==> src/common/cmd_buf_pkg.sv <==
package cmd_buf_pkg;

	// =========================================================
	// sizes
	localparam int CHAR_W       = 8;
	localparam int BUF_CHARS    = 255;
	localparam int COUNT_W      = 9;

	// =========================================================
	// buffer mode values, as reported by the mode query
	localparam logic MODE_OFF      = 1'b0;
	localparam logic MODE_ON       = 1'b1;
	localparam logic MODE_POWER_ON = MODE_OFF;
	localparam logic MODE_DEFAULT  = MODE_ON;

	// =========================================================
	// one character of a command message
	typedef struct packed {
		logic [CHAR_W-1:0] data;
		logic              eom;
	} cmd_char_s;

	localparam int CHAR_BITS = $bits(cmd_char_s);

	// =========================================================
	// sequencing of the unbuffered mode
	typedef enum logic [1:0] {
		ST_IDLE = 2'b00,
		ST_RECV = 2'b01,
		ST_WAIT = 2'b10
	} seq_state_e;

endpackage

==> src/rtl/char_fifo.sv <==
`timescale 1ns/1ps

module char_fifo #(
	parameter int WIDTH = 9,
	parameter int DEPTH = 255
) (
	input  wire logic             mclk,
	input  wire logic             rstn,
	input  wire logic             push,
	input  wire logic [WIDTH-1:0] push_data,
	input  wire logic             pop,
	output logic      [WIDTH-1:0] head,
	output logic                  empty,
	output logic                  full
);

	localparam int PTR_W = (DEPTH > 1) ? $clog2(DEPTH) : 1;
	localparam int CNT_W = $clog2(DEPTH + 1);

	// =========================================================
	// elaboration checks
	if (WIDTH < 1 || DEPTH < 2) begin : g_size_check
		$error("char_fifo: WIDTH must be >= 1 and DEPTH >= 2");
	end

	logic [WIDTH-1:0] mem [DEPTH];
	logic [PTR_W-1:0] wr_q;
	logic [PTR_W-1:0] wr_d;
	logic [PTR_W-1:0] rd_q;
	logic [PTR_W-1:0] rd_d;
	logic [CNT_W-1:0] cnt_q;
	logic [CNT_W-1:0] cnt_d;
	logic             do_push;
	logic             do_pop;

	function automatic logic [PTR_W-1:0] next_ptr(input logic [PTR_W-1:0] p);
		if (p == PTR_W'(DEPTH - 1))
			return '0;
		return p + PTR_W'(1);
	endfunction

	// =========================================================
	// pointers and fill count
	always_comb begin
		do_push = push && !full;
		do_pop  = pop && !empty;
		wr_d    = do_push ? next_ptr(wr_q) : wr_q;
		rd_d    = do_pop ? next_ptr(rd_q) : rd_q;
		cnt_d   = cnt_q + CNT_W'(do_push) - CNT_W'(do_pop);
	end

	always_ff @(posedge mclk or negedge rstn) begin
		if (!rstn) begin
			wr_q  <= '0;
			rd_q  <= '0;
			cnt_q <= '0;
		end else begin
			wr_q  <= wr_d;
			rd_q  <= rd_d;
			cnt_q <= cnt_d;
		end
	end

	always_ff @(posedge mclk) begin
		if (do_push)
			mem[wr_q] <= push_data;
	end

	assign head  = mem[rd_q];
	assign empty = (cnt_q == '0);
	assign full  = (cnt_q == CNT_W'(DEPTH));

endmodule

==> src/rtl/bus_command_input_buffer.sv <==
`timescale 1ns/1ps

// How it works
// - in mode 0 a new command is taken from the bus only while the executor is idle and nothing is pending.
// - in mode 1 incoming characters are stored in the buffer instead of stalling the bus during execution.
// - after reset buffering is off, and the switch command without argument turns it on.
// - in mode 0 one command is handled at a time and the bus stays held until that command has executed.
// - in mode 1 the bus is released once a complete message has been received, while execution goes on.
// - the buffer holds at most 255 characters, and a longer series fills it completely.
// - a full buffer stops the bus from transferring while the earliest commands execute.
// - after a full-buffer stall the remaining characters are taken as space frees up.
// - a ready status bit, readable by serial poll, shows when all buffered work has finished.
// - the mode query answers 0 for buffering off and 1 for buffering on.
module bus_command_input_buffer
	import cmd_buf_pkg::*;
#(
	parameter int CAPACITY = BUF_CHARS
) (
	input  wire logic              mclk,
	input  wire logic              rstn,
	// bus side character stream
	input  wire logic              bus_valid,
	input  wire cmd_char_s         bus_char,
	output logic                   bus_ready,
	output logic                   bus_hold,
	// buffer switch command and mode query
	input  wire logic              switch_cmd,
	input  wire logic              switch_has_arg,
	input  wire logic              switch_arg,
	input  wire logic              mode_query,
	output logic                   query_valid,
	output logic                   query_mode,
	// executor side
	output logic                   exec_valid,
	output cmd_char_s              exec_char,
	input  wire logic              exec_ready,
	input  wire logic              exec_busy,
	input  wire logic              exec_done,
	// status register bit
	output logic                   status_ready
);

	// =========================================================
	// elaboration checks
	if (CAPACITY < 2 || CAPACITY > (2 ** COUNT_W) - 1) begin : g_capacity_check
		$error("bus_command_input_buffer: CAPACITY out of range");
	end

	// =========================================================
	// declarations
	logic                 mode_q;
	logic                 mode_d;
	seq_state_e           state_q;
	seq_state_e           state_d;
	logic [COUNT_W-1:0]   count_q;
	logic [COUNT_W-1:0]   count_d;
	logic                 ready_q;
	logic                 ready_d;
	logic                 hold_q;
	logic                 hold_d;
	logic                 in_msg_q;
	logic                 in_msg_d;
	logic                 slot_valid_q;
	logic                 slot_valid_d;
	cmd_char_s            slot_q;
	cmd_char_s            slot_d;
	logic                 qvalid_q;
	logic                 qvalid_d;
	logic                 qmode_q;
	logic                 qmode_d;
	logic                 stat_q;
	logic                 stat_d;
	logic                 accept;
	logic                 taken;
	logic                 slot_load;
	logic                 fifo_empty;
	logic [CHAR_BITS-1:0] fifo_head;

	function automatic logic has_room(input logic [COUNT_W-1:0] c);
		return c < COUNT_W'(CAPACITY);
	endfunction

	// =========================================================
	// storage
	char_fifo #(
		.WIDTH (CHAR_BITS),
		.DEPTH (CAPACITY)
	) u_fifo (
		.mclk      (mclk),
		.rstn      (rstn),
		.push      (accept),
		.push_data (bus_char),
		.pop       (slot_load),
		.head      (fifo_head),
		.empty     (fifo_empty),
		.full      ()
	);

	// =========================================================
	// mode and query
	always_comb begin
		mode_d   = mode_q;
		qvalid_d = 1'b0;
		qmode_d  = qmode_q;
		if (switch_cmd)
			mode_d = switch_has_arg ? switch_arg : MODE_DEFAULT;
		if (mode_query) begin
			qvalid_d = 1'b1;
			qmode_d  = mode_q;
		end
	end

	always_ff @(posedge mclk or negedge rstn) begin
		if (!rstn) begin
			mode_q   <= MODE_POWER_ON;
			qvalid_q <= 1'b0;
			qmode_q  <= MODE_POWER_ON;
		end else begin
			mode_q   <= mode_d;
			qvalid_q <= qvalid_d;
			qmode_q  <= qmode_d;
		end
	end

	// =========================================================
	// character flow and output slot
	always_comb begin
		accept       = bus_valid && ready_q;
		taken        = slot_valid_q && exec_ready;
		slot_load    = !fifo_empty && (!slot_valid_q || exec_ready);
		slot_valid_d = slot_load || (slot_valid_q && !exec_ready);
		slot_d       = slot_load ? cmd_char_s'(fifo_head) : slot_q;
		count_d      = count_q + COUNT_W'(accept) - COUNT_W'(taken);
	end

	always_ff @(posedge mclk or negedge rstn) begin
		if (!rstn) begin
			slot_valid_q <= 1'b0;
			slot_q       <= '0;
			count_q      <= '0;
		end else begin
			slot_valid_q <= slot_valid_d;
			slot_q       <= slot_d;
			count_q      <= count_d;
		end
	end

	// =========================================================
	// bus acceptance and hold
	always_comb begin
		state_d  = state_q;
		in_msg_d = in_msg_q;
		if (accept)
			in_msg_d = !bus_char.eom;
		if (mode_d == MODE_ON) begin
			state_d = ST_IDLE;
		end else begin
			case (state_q)
				ST_IDLE: begin
					if (accept)
						state_d = bus_char.eom ? ST_WAIT : ST_RECV;
				end
				ST_RECV: begin
					if (accept && bus_char.eom)
						state_d = ST_WAIT;
				end
				ST_WAIT: begin
					if (exec_done)
						state_d = ST_IDLE;
				end
				default: state_d = ST_IDLE;
			endcase
		end
		if (mode_d == MODE_ON) begin
			ready_d = has_room(count_d);
			hold_d  = in_msg_d;
		end else begin
			case (state_d)
				ST_IDLE: ready_d = (count_d == '0) && !exec_busy && !exec_done;
				ST_RECV: ready_d = has_room(count_d);
				default: ready_d = 1'b0;
			endcase
			hold_d = (state_d != ST_IDLE) || in_msg_d;
		end
	end

	always_ff @(posedge mclk or negedge rstn) begin
		if (!rstn) begin
			state_q  <= ST_IDLE;
			in_msg_q <= 1'b0;
			ready_q  <= 1'b0;
			hold_q   <= 1'b0;
		end else begin
			state_q  <= state_d;
			in_msg_q <= in_msg_d;
			ready_q  <= ready_d;
			hold_q   <= hold_d;
		end
	end

	// =========================================================
	// status ready bit
	always_comb begin
		stat_d = (count_d == '0) && !exec_busy && !in_msg_d && (state_d == ST_IDLE);
	end

	always_ff @(posedge mclk or negedge rstn) begin
		if (!rstn)
			stat_q <= 1'b0;
		else
			stat_q <= stat_d;
	end

	assign bus_ready    = ready_q;
	assign bus_hold     = hold_q;
	assign query_valid  = qvalid_q;
	assign query_mode   = qmode_q;
	assign exec_valid   = slot_valid_q;
	assign exec_char    = slot_q;
	assign status_ready = stat_q;

endmodule

==> config.mk <==
export PLATFORM = sky130hd
export DESIGN_NAME = bus_command_input_buffer
export DESIGN_NICKNAME = d
export VERILOG_FILES = /design/src/common/cmd_buf_pkg.sv /design/src/rtl/char_fifo.sv /design/src/rtl/bus_command_input_buffer.sv
export SDC_FILE = /design/constraint.sdc
export NUM_CORES = 2
export LEC_CHECK = 0
export CORE_UTILIZATION = 49
export DETAILED_ROUTE_END_ITERATION = 16
export DONT_BUFFER_PORTS = 1
export SYNTH_ARGS = -nofsm -noshare
export SYNTH_HDL_FRONTEND = slang
export SYNTH_SLANG_ARGS = --single-unit
==> constraint.sdc <==
create_clock -name mclk -period 6.3 [get_ports mclk]
set_input_delay 0.63 -clock mclk [delete_from_list [all_inputs] [get_ports mclk]]
set_output_delay 0.63 -clock mclk [all_outputs]
set_load 0.01 [all_outputs]
### Yosys cells after proc, flatten, opt, wreduce, memory -nomap -nowiden

Memory sizes are Yosys's and may differ from the RTL's. A register that Yosys moved wholly into a read port is not among the register bits.
Cells that the tools add are included.

| word-level totals | value |
|---|---|
| register bits | 43 |
| RAM bits | 2295 |
| bits of input ports | 19 |
| output and inout bits | 15 |
| word-level logic and storage cells | 76 |
| memories kept | 1 |

| operators by class | value |
|---|---|
| $add $sub $neg | 6 |
| order comparisons | 1 |
| equal/unequal tests | 6 |
| mux-type cells | 21 |
| reduce and logical (&&, ||, !) cells | 28 |

Memory list:

| memory | words | bits a word | rd ports | clocked after memory_dff | write ports | RTL line | source |
|---|---|---|---|---|---|---|---|
| u_fifo.mem | 255 | 9 | 1 | 1 | 1 | char_fifo.sv:26 | `logic [WIDTH-1:0] mem [DEPTH];` |

Operators by type and width:

| kind | count |
|---|---|
| $mux W8 | 4 |
| $eq A8 B8 Y1 const B | 3 |
| $add A8 B1 Y8 const B | 2 |
| $logic_and A1 B1 Y1 | 11 |
| $mux W1 | 10 |
| $mux W2 | 5 |
| $add A9 B1 Y9 | 1 |
| $logic_not A1 Y1 | 9 |
| $logic_not A9 Y1 | 1 |
| $lt A9 B8 Y1 const B | 1 |
| $sub A9 B1 Y9 | 1 |
| $add A8 B1 Y8 | 1 |
| $logic_not A8 Y1 | 1 |
| $sub A8 B1 Y8 | 1 |
| $pmux W2 S3 | 1 |
| $eq A2 B1 Y1 const B | 2 |
| $logic_not A2 Y1 | 2 |
| $logic_or A1 B1 Y1 | 3 |
| $eq A2 B2 Y1 const B | 1 |
| $pmux W1 S2 | 1 |
| $reduce_bool A2 Y1 | 1 |

### Longest topological paths before layout

| logic depth | value |
|---|---|
| word-level depth | 8 |
| gate-level depth with buffers | 18 |
| gate-level depth less buffers | 17 |

### Modules after synthesis

Synthesis repeated with hierarchy kept, for this count alone.

| unflattened totals | value |
|---|---|
| cells, all modules | 4456 |
| area, all modules | 91666.7 um^2 |

By module, submodules not included:

| module | times used | cells an instance | area each (um^2) | sequential area each (um^2) |
|---|---|---|---|---|
| char_fifo | 1 | 4322 | 90239.0 | 69516.7 |
| bus_command_input_buffer | 1 | 134 | 1427.6 | 700.7 |

### Worst setup path after synthesis

No wires, ideal clock.

| timing path | value |
|---|---|
| path type | input-to-reg |
| from | in exec_ready |
| to | reg ready_q (netlist: bus_ready) |
| library setup time | 0.125 ns |
| data arrival time | 2.983 ns |
| data required time | 6.175 ns |
| path slack | 3.192 ns |
| stages on the path | 12 |
| buffers on the path | 0 |
| path through | and2_1 -> ha_1 -> inv_1 -> ha_1 -> fa_1 -> a21o_1 -> a21oi_1 -> o21bai_1 -> a21oi_1 -> xor2_1 -> nor4_1 -> a2111oi_0 |

| on the way | value |
|---|---|
| word-level cells in the longest chain between the ends | 7 |
| elaborated cells between the ends (all ways) | 8 |
| those cells by class | add/sub (1); order compare (1); mux (2); reduce/logical (4) |

RTL lines:

| item | RTL line | source |
|---|---|---|
| from (decl) | bus_command_input_buffer.sv:36 | `input wire logic exec_ready,` |
| $logic_and A1 B1 Y1 (*) | bus_command_input_buffer.sv:129 | `taken = slot_valid_q && exec_ready;` |
| $sub A9 B1 Y9 (*) | bus_command_input_buffer.sv:133 | `count_d = count_q + COUNT_W'(accept) - COUNT_W'(taken);` |
| parallel branches: the longest is 4 deep, another holds $lt A9 B8 Y1 | n/a |  |
| $mux W1 (*) | bus_command_input_buffer.sv:174 | `if (mode_d == MODE_ON) begin` |
| via ready_d | bus_command_input_buffer.sv:58 | `logic ready_d;` |
| to (signal assigned) | bus_command_input_buffer.sv:196 | `ready_q <= ready_d;` |
| to (decl) | bus_command_input_buffer.sv:57 | `logic ready_q;` |

Mark *: on every way through the listed nets, which the timed path passes.
A chain may end at the register's enable or synchronous reset.

==> summary.md <==
| Metric | Value |
|---|---|
| Top post-synthesis cells by area | edfxtp_1 74%, mux4_2 10%, mux2i_1 2.9% |
| WS Path Type | reg -> reg |
| Hold Crit Class | in -> reg |
| Fin. max-slew vios | 0 |
| FMAX | around 0.23 GHz |
| P per Cell Area | 399 nW/µm² |
| Fin nets | 4666 |
| Flip-flop and latch area | 70200 µm² |
| CTS buffer count | 230 |
| Status | finished clean |
| Htree depth | 4 |
| Final core occ | 0.549 |
| Vias in the first global route | 46500 |
| Post-synth cell types | between 80 and 90 |
| Horiz. Die Dim | 437 µm |
| Post-synth EDFFs | 2295 |
| Layout area overhead | 11.2% |
| Worst Setup Slack, final | 1.90 ns |
| Setup crit start kind | flip-flop |
| Gates resized, CTS repair | 0 |
| GRT Overall Usage | 0.276 |
| Yosys top cell by area | edfxtp_1 |
| Die Y-Extent | 437 µm |
| RSZ-0062 raised after global routing | false |
| Clk_lat worst skew | between 0.8 and 0.9 ns |
| Initial antenna violation count | 11 |
| Pin count of the biggest net entering global routing | 241 |
| Initial Utilization | 0.494 |
| Minimum clock period after layout | approximately 4.4 ns |
| Synth Flop Type | edfxtp_1 |
| Die Area | 191000 µm² |
| Max-slew headroom | 0.146 |
| Seq/Total Area, Yosys | 0.756 |
| CP required | 7.05 ns |
| Worst Max-Slew Pin Slew | 1.28 ns |
| Commonest cells after routing, fill and taps aside | 2295 x edfxtp_1, 412 x mux4_2, 315 x nor2_1 |
| WL final | about 270000 µm |
| Crit share post-route | 0.699 |
| RePlAce Congestion | 0.873 |
| Number of synthesized register bits | about 2300 |
| Post-DRT Antenna Nets | 0 |
| Avg Vias per Cell | 6.51 |
| First-pass GRT wire length | ~370000 µm |
| DP HPWL | around 150000 µm |
| Final setup viols | 0 |
| Core area | about 190000 µm² |
| CTS tree | built |
| Top-level port count | 34 |
| Total grt overflow | 0 |
| Design Power | 41.1 mW |
| Number of port buffers | 0 |
| # DRC | 0 |
| Synth Instances | 4513 |
| Ratio of cells with drive above 1 in the final layout | 0.194 |
| Crit path capture type | flip-flop |
| Worst Clk Skew | 0.0333 ns |
| Max FO, Critical Path | 47 |
| Critical path arrival | just over 5 ns |
| Pre-CTS WS | slightly below 2 ns |
| Starting DRT DRC Count | slightly above 6000 |
| DR pass1 iterations | 6 |
| Synth Warn # | 0 |
| CTS max path bufs | 3 |
| Placement Rows | 159 |
| Clk root buf | clkbuf_16 |
| Final setup TNS | 0 ns |
| Final hold vios | 0 |
| Fillers | ~14000 |
| Post-synth top area share | 0.742 |
| Commonest non-fill, non-tap cell in the layout | edfxtp_1 |
| Syn_nets | 4563 |
| Total number of vias | 47600 |
| Leakage | between 30 and 40 nW |
| Share of flip-flops with an asynchronous set or reset | 0.0222 |
| Max Cap Viol | 0 |
| Clock-pin transition on the worst setup and hold timing paths | approximately 0.07 ns |
| Multi-input logic area | between 20000 and 25000 µm² |
| Peak supply drop | 261 µV |
| Clock sink count | 2347 |
| Syn_area_per_cell | about 21 µm² |
| Netlist Area Pre-Place | 92800 µm² |
| Routed wire per std cell | about 36 µm |
per-stage QoR:
stage	cells	cell area, µm²	hold WS, ns
after detailed placement	6844	95100	0.340
after global placement	6843	95100	0.340
after floorplan	4513	92800	0.334
after global routing	7306	103000	0.0244
after CTS	7302	103000	0.00180
final	7308	103000	0.0793
layout make-up:
type	count	share of cell area
Inverter	39	0.00162
Timing Repair Buffer	137	0.0151
Clock buffer	307	0.0606
Sequential cell	2347	0.681
Multi-Input combinational cell	1861	0.200
Antenna cell	2	0.0000485
Tap cell	2495	0.0303
Clock inverter	120	0.0115
sequential cells by signal (all words and copies together) (netlist names):
register	count
bus_hold	1
bus_ready	1
count_q	9
exec_char	9
exec_valid	1
in_msg_q	1
mode_q	1
query_mode	1
query_valid	1
state_q	2
status_ready	1
u_fifo.cnt_q	8
u_fifo.mem	2295
u_fifo.rd_q	8
u_fifo.wr_q	8
report_power, final:
group          switching [mW]  internal (mW)  leakage, nW
Clock                    5.98           7.71         3.62
Combinational            6.19           3.51         7.70
Sequential              0.417           17.3         21.2
Total                    12.6           28.6         32.6
path summary, 6_finish.rpt:
kind / startpoint / to / slack, ns / cells after the start
min in group asynchronous: rstn / u_fifo.cnt_q[4] / 0.31 / 2
worst min-delay path: exec_busy / status_ready / 0.08 / 4
worst min register to register: in_msg_q / in_msg_q / 0.48 / 2
worst max-delay path: u_fifo.rd_q[0] / exec_char[0] / 1.90 / 10
worst max register to register: u_fifo.rd_q[0] / exec_char[0] / 1.90 / 10
max in group asynchronous: rstn / u_fifo.rd_q[1] / 5.65 / 2
metal layers:
metal | global-route usage | share of wire | up-vias
met4 | 0.0953 | 0.036 | 4
li1 | - | - | 19000
met2 | 0.422 | 0.46 | 2649
met5 | 0 | 0.000079 | -
met1 | 0.400 | 0.41 | 25500
met3 | 0.0540 | 0.095 | 437
synth_stat cells (all sizes together) (9+ instances only):
cell	instances
a22oi	30
and2	18
inv	36
mux2i	269
xor2	10
nor2	318
a21oi	91
mux4	487
nand3	36
nand2	113
buf	152
a211oi	12
and3	9
a22o	11
a221oi	43
o22ai	48
ha	29
clkbuf	114
mux2	16
a31oi	11
edfxtp	2295
nor2b	12
o221ai	59
nor3	19
o311ai	9
o21ai	74
dfrtp	52
critical path, stage by stage (launching register included):
cell	delay [ns]
dfrtp_4	1.01
buf_12	0.39
buf_4	0.35
buf_4	0.28
mux2i_1	0.26
o22ai_1	0.15
o311ai_0	0.55
a221oi_1	0.21
a21oi_1	0.47
a41oi_1	0.35
o21a_1	0.22
cell families after synthesis:
kind of cell	after synthesis	share of synthesized area
adders and majority gates	31	0.00434
buffers and inverters	305	0.0230
DFF	2347	0.756
xor gates and xnor gates	17	0.00160
AOI/OAI and AO/OA	473	0.0362
and+or+nand+nor	568	0.0263
muxes	772	0.152
timing repair:
item	CTS	global route
hold endpoints to repair	734	36
setup buffers	0	0
hold buffers	31	4
Power figures use the tool's default switching activity.
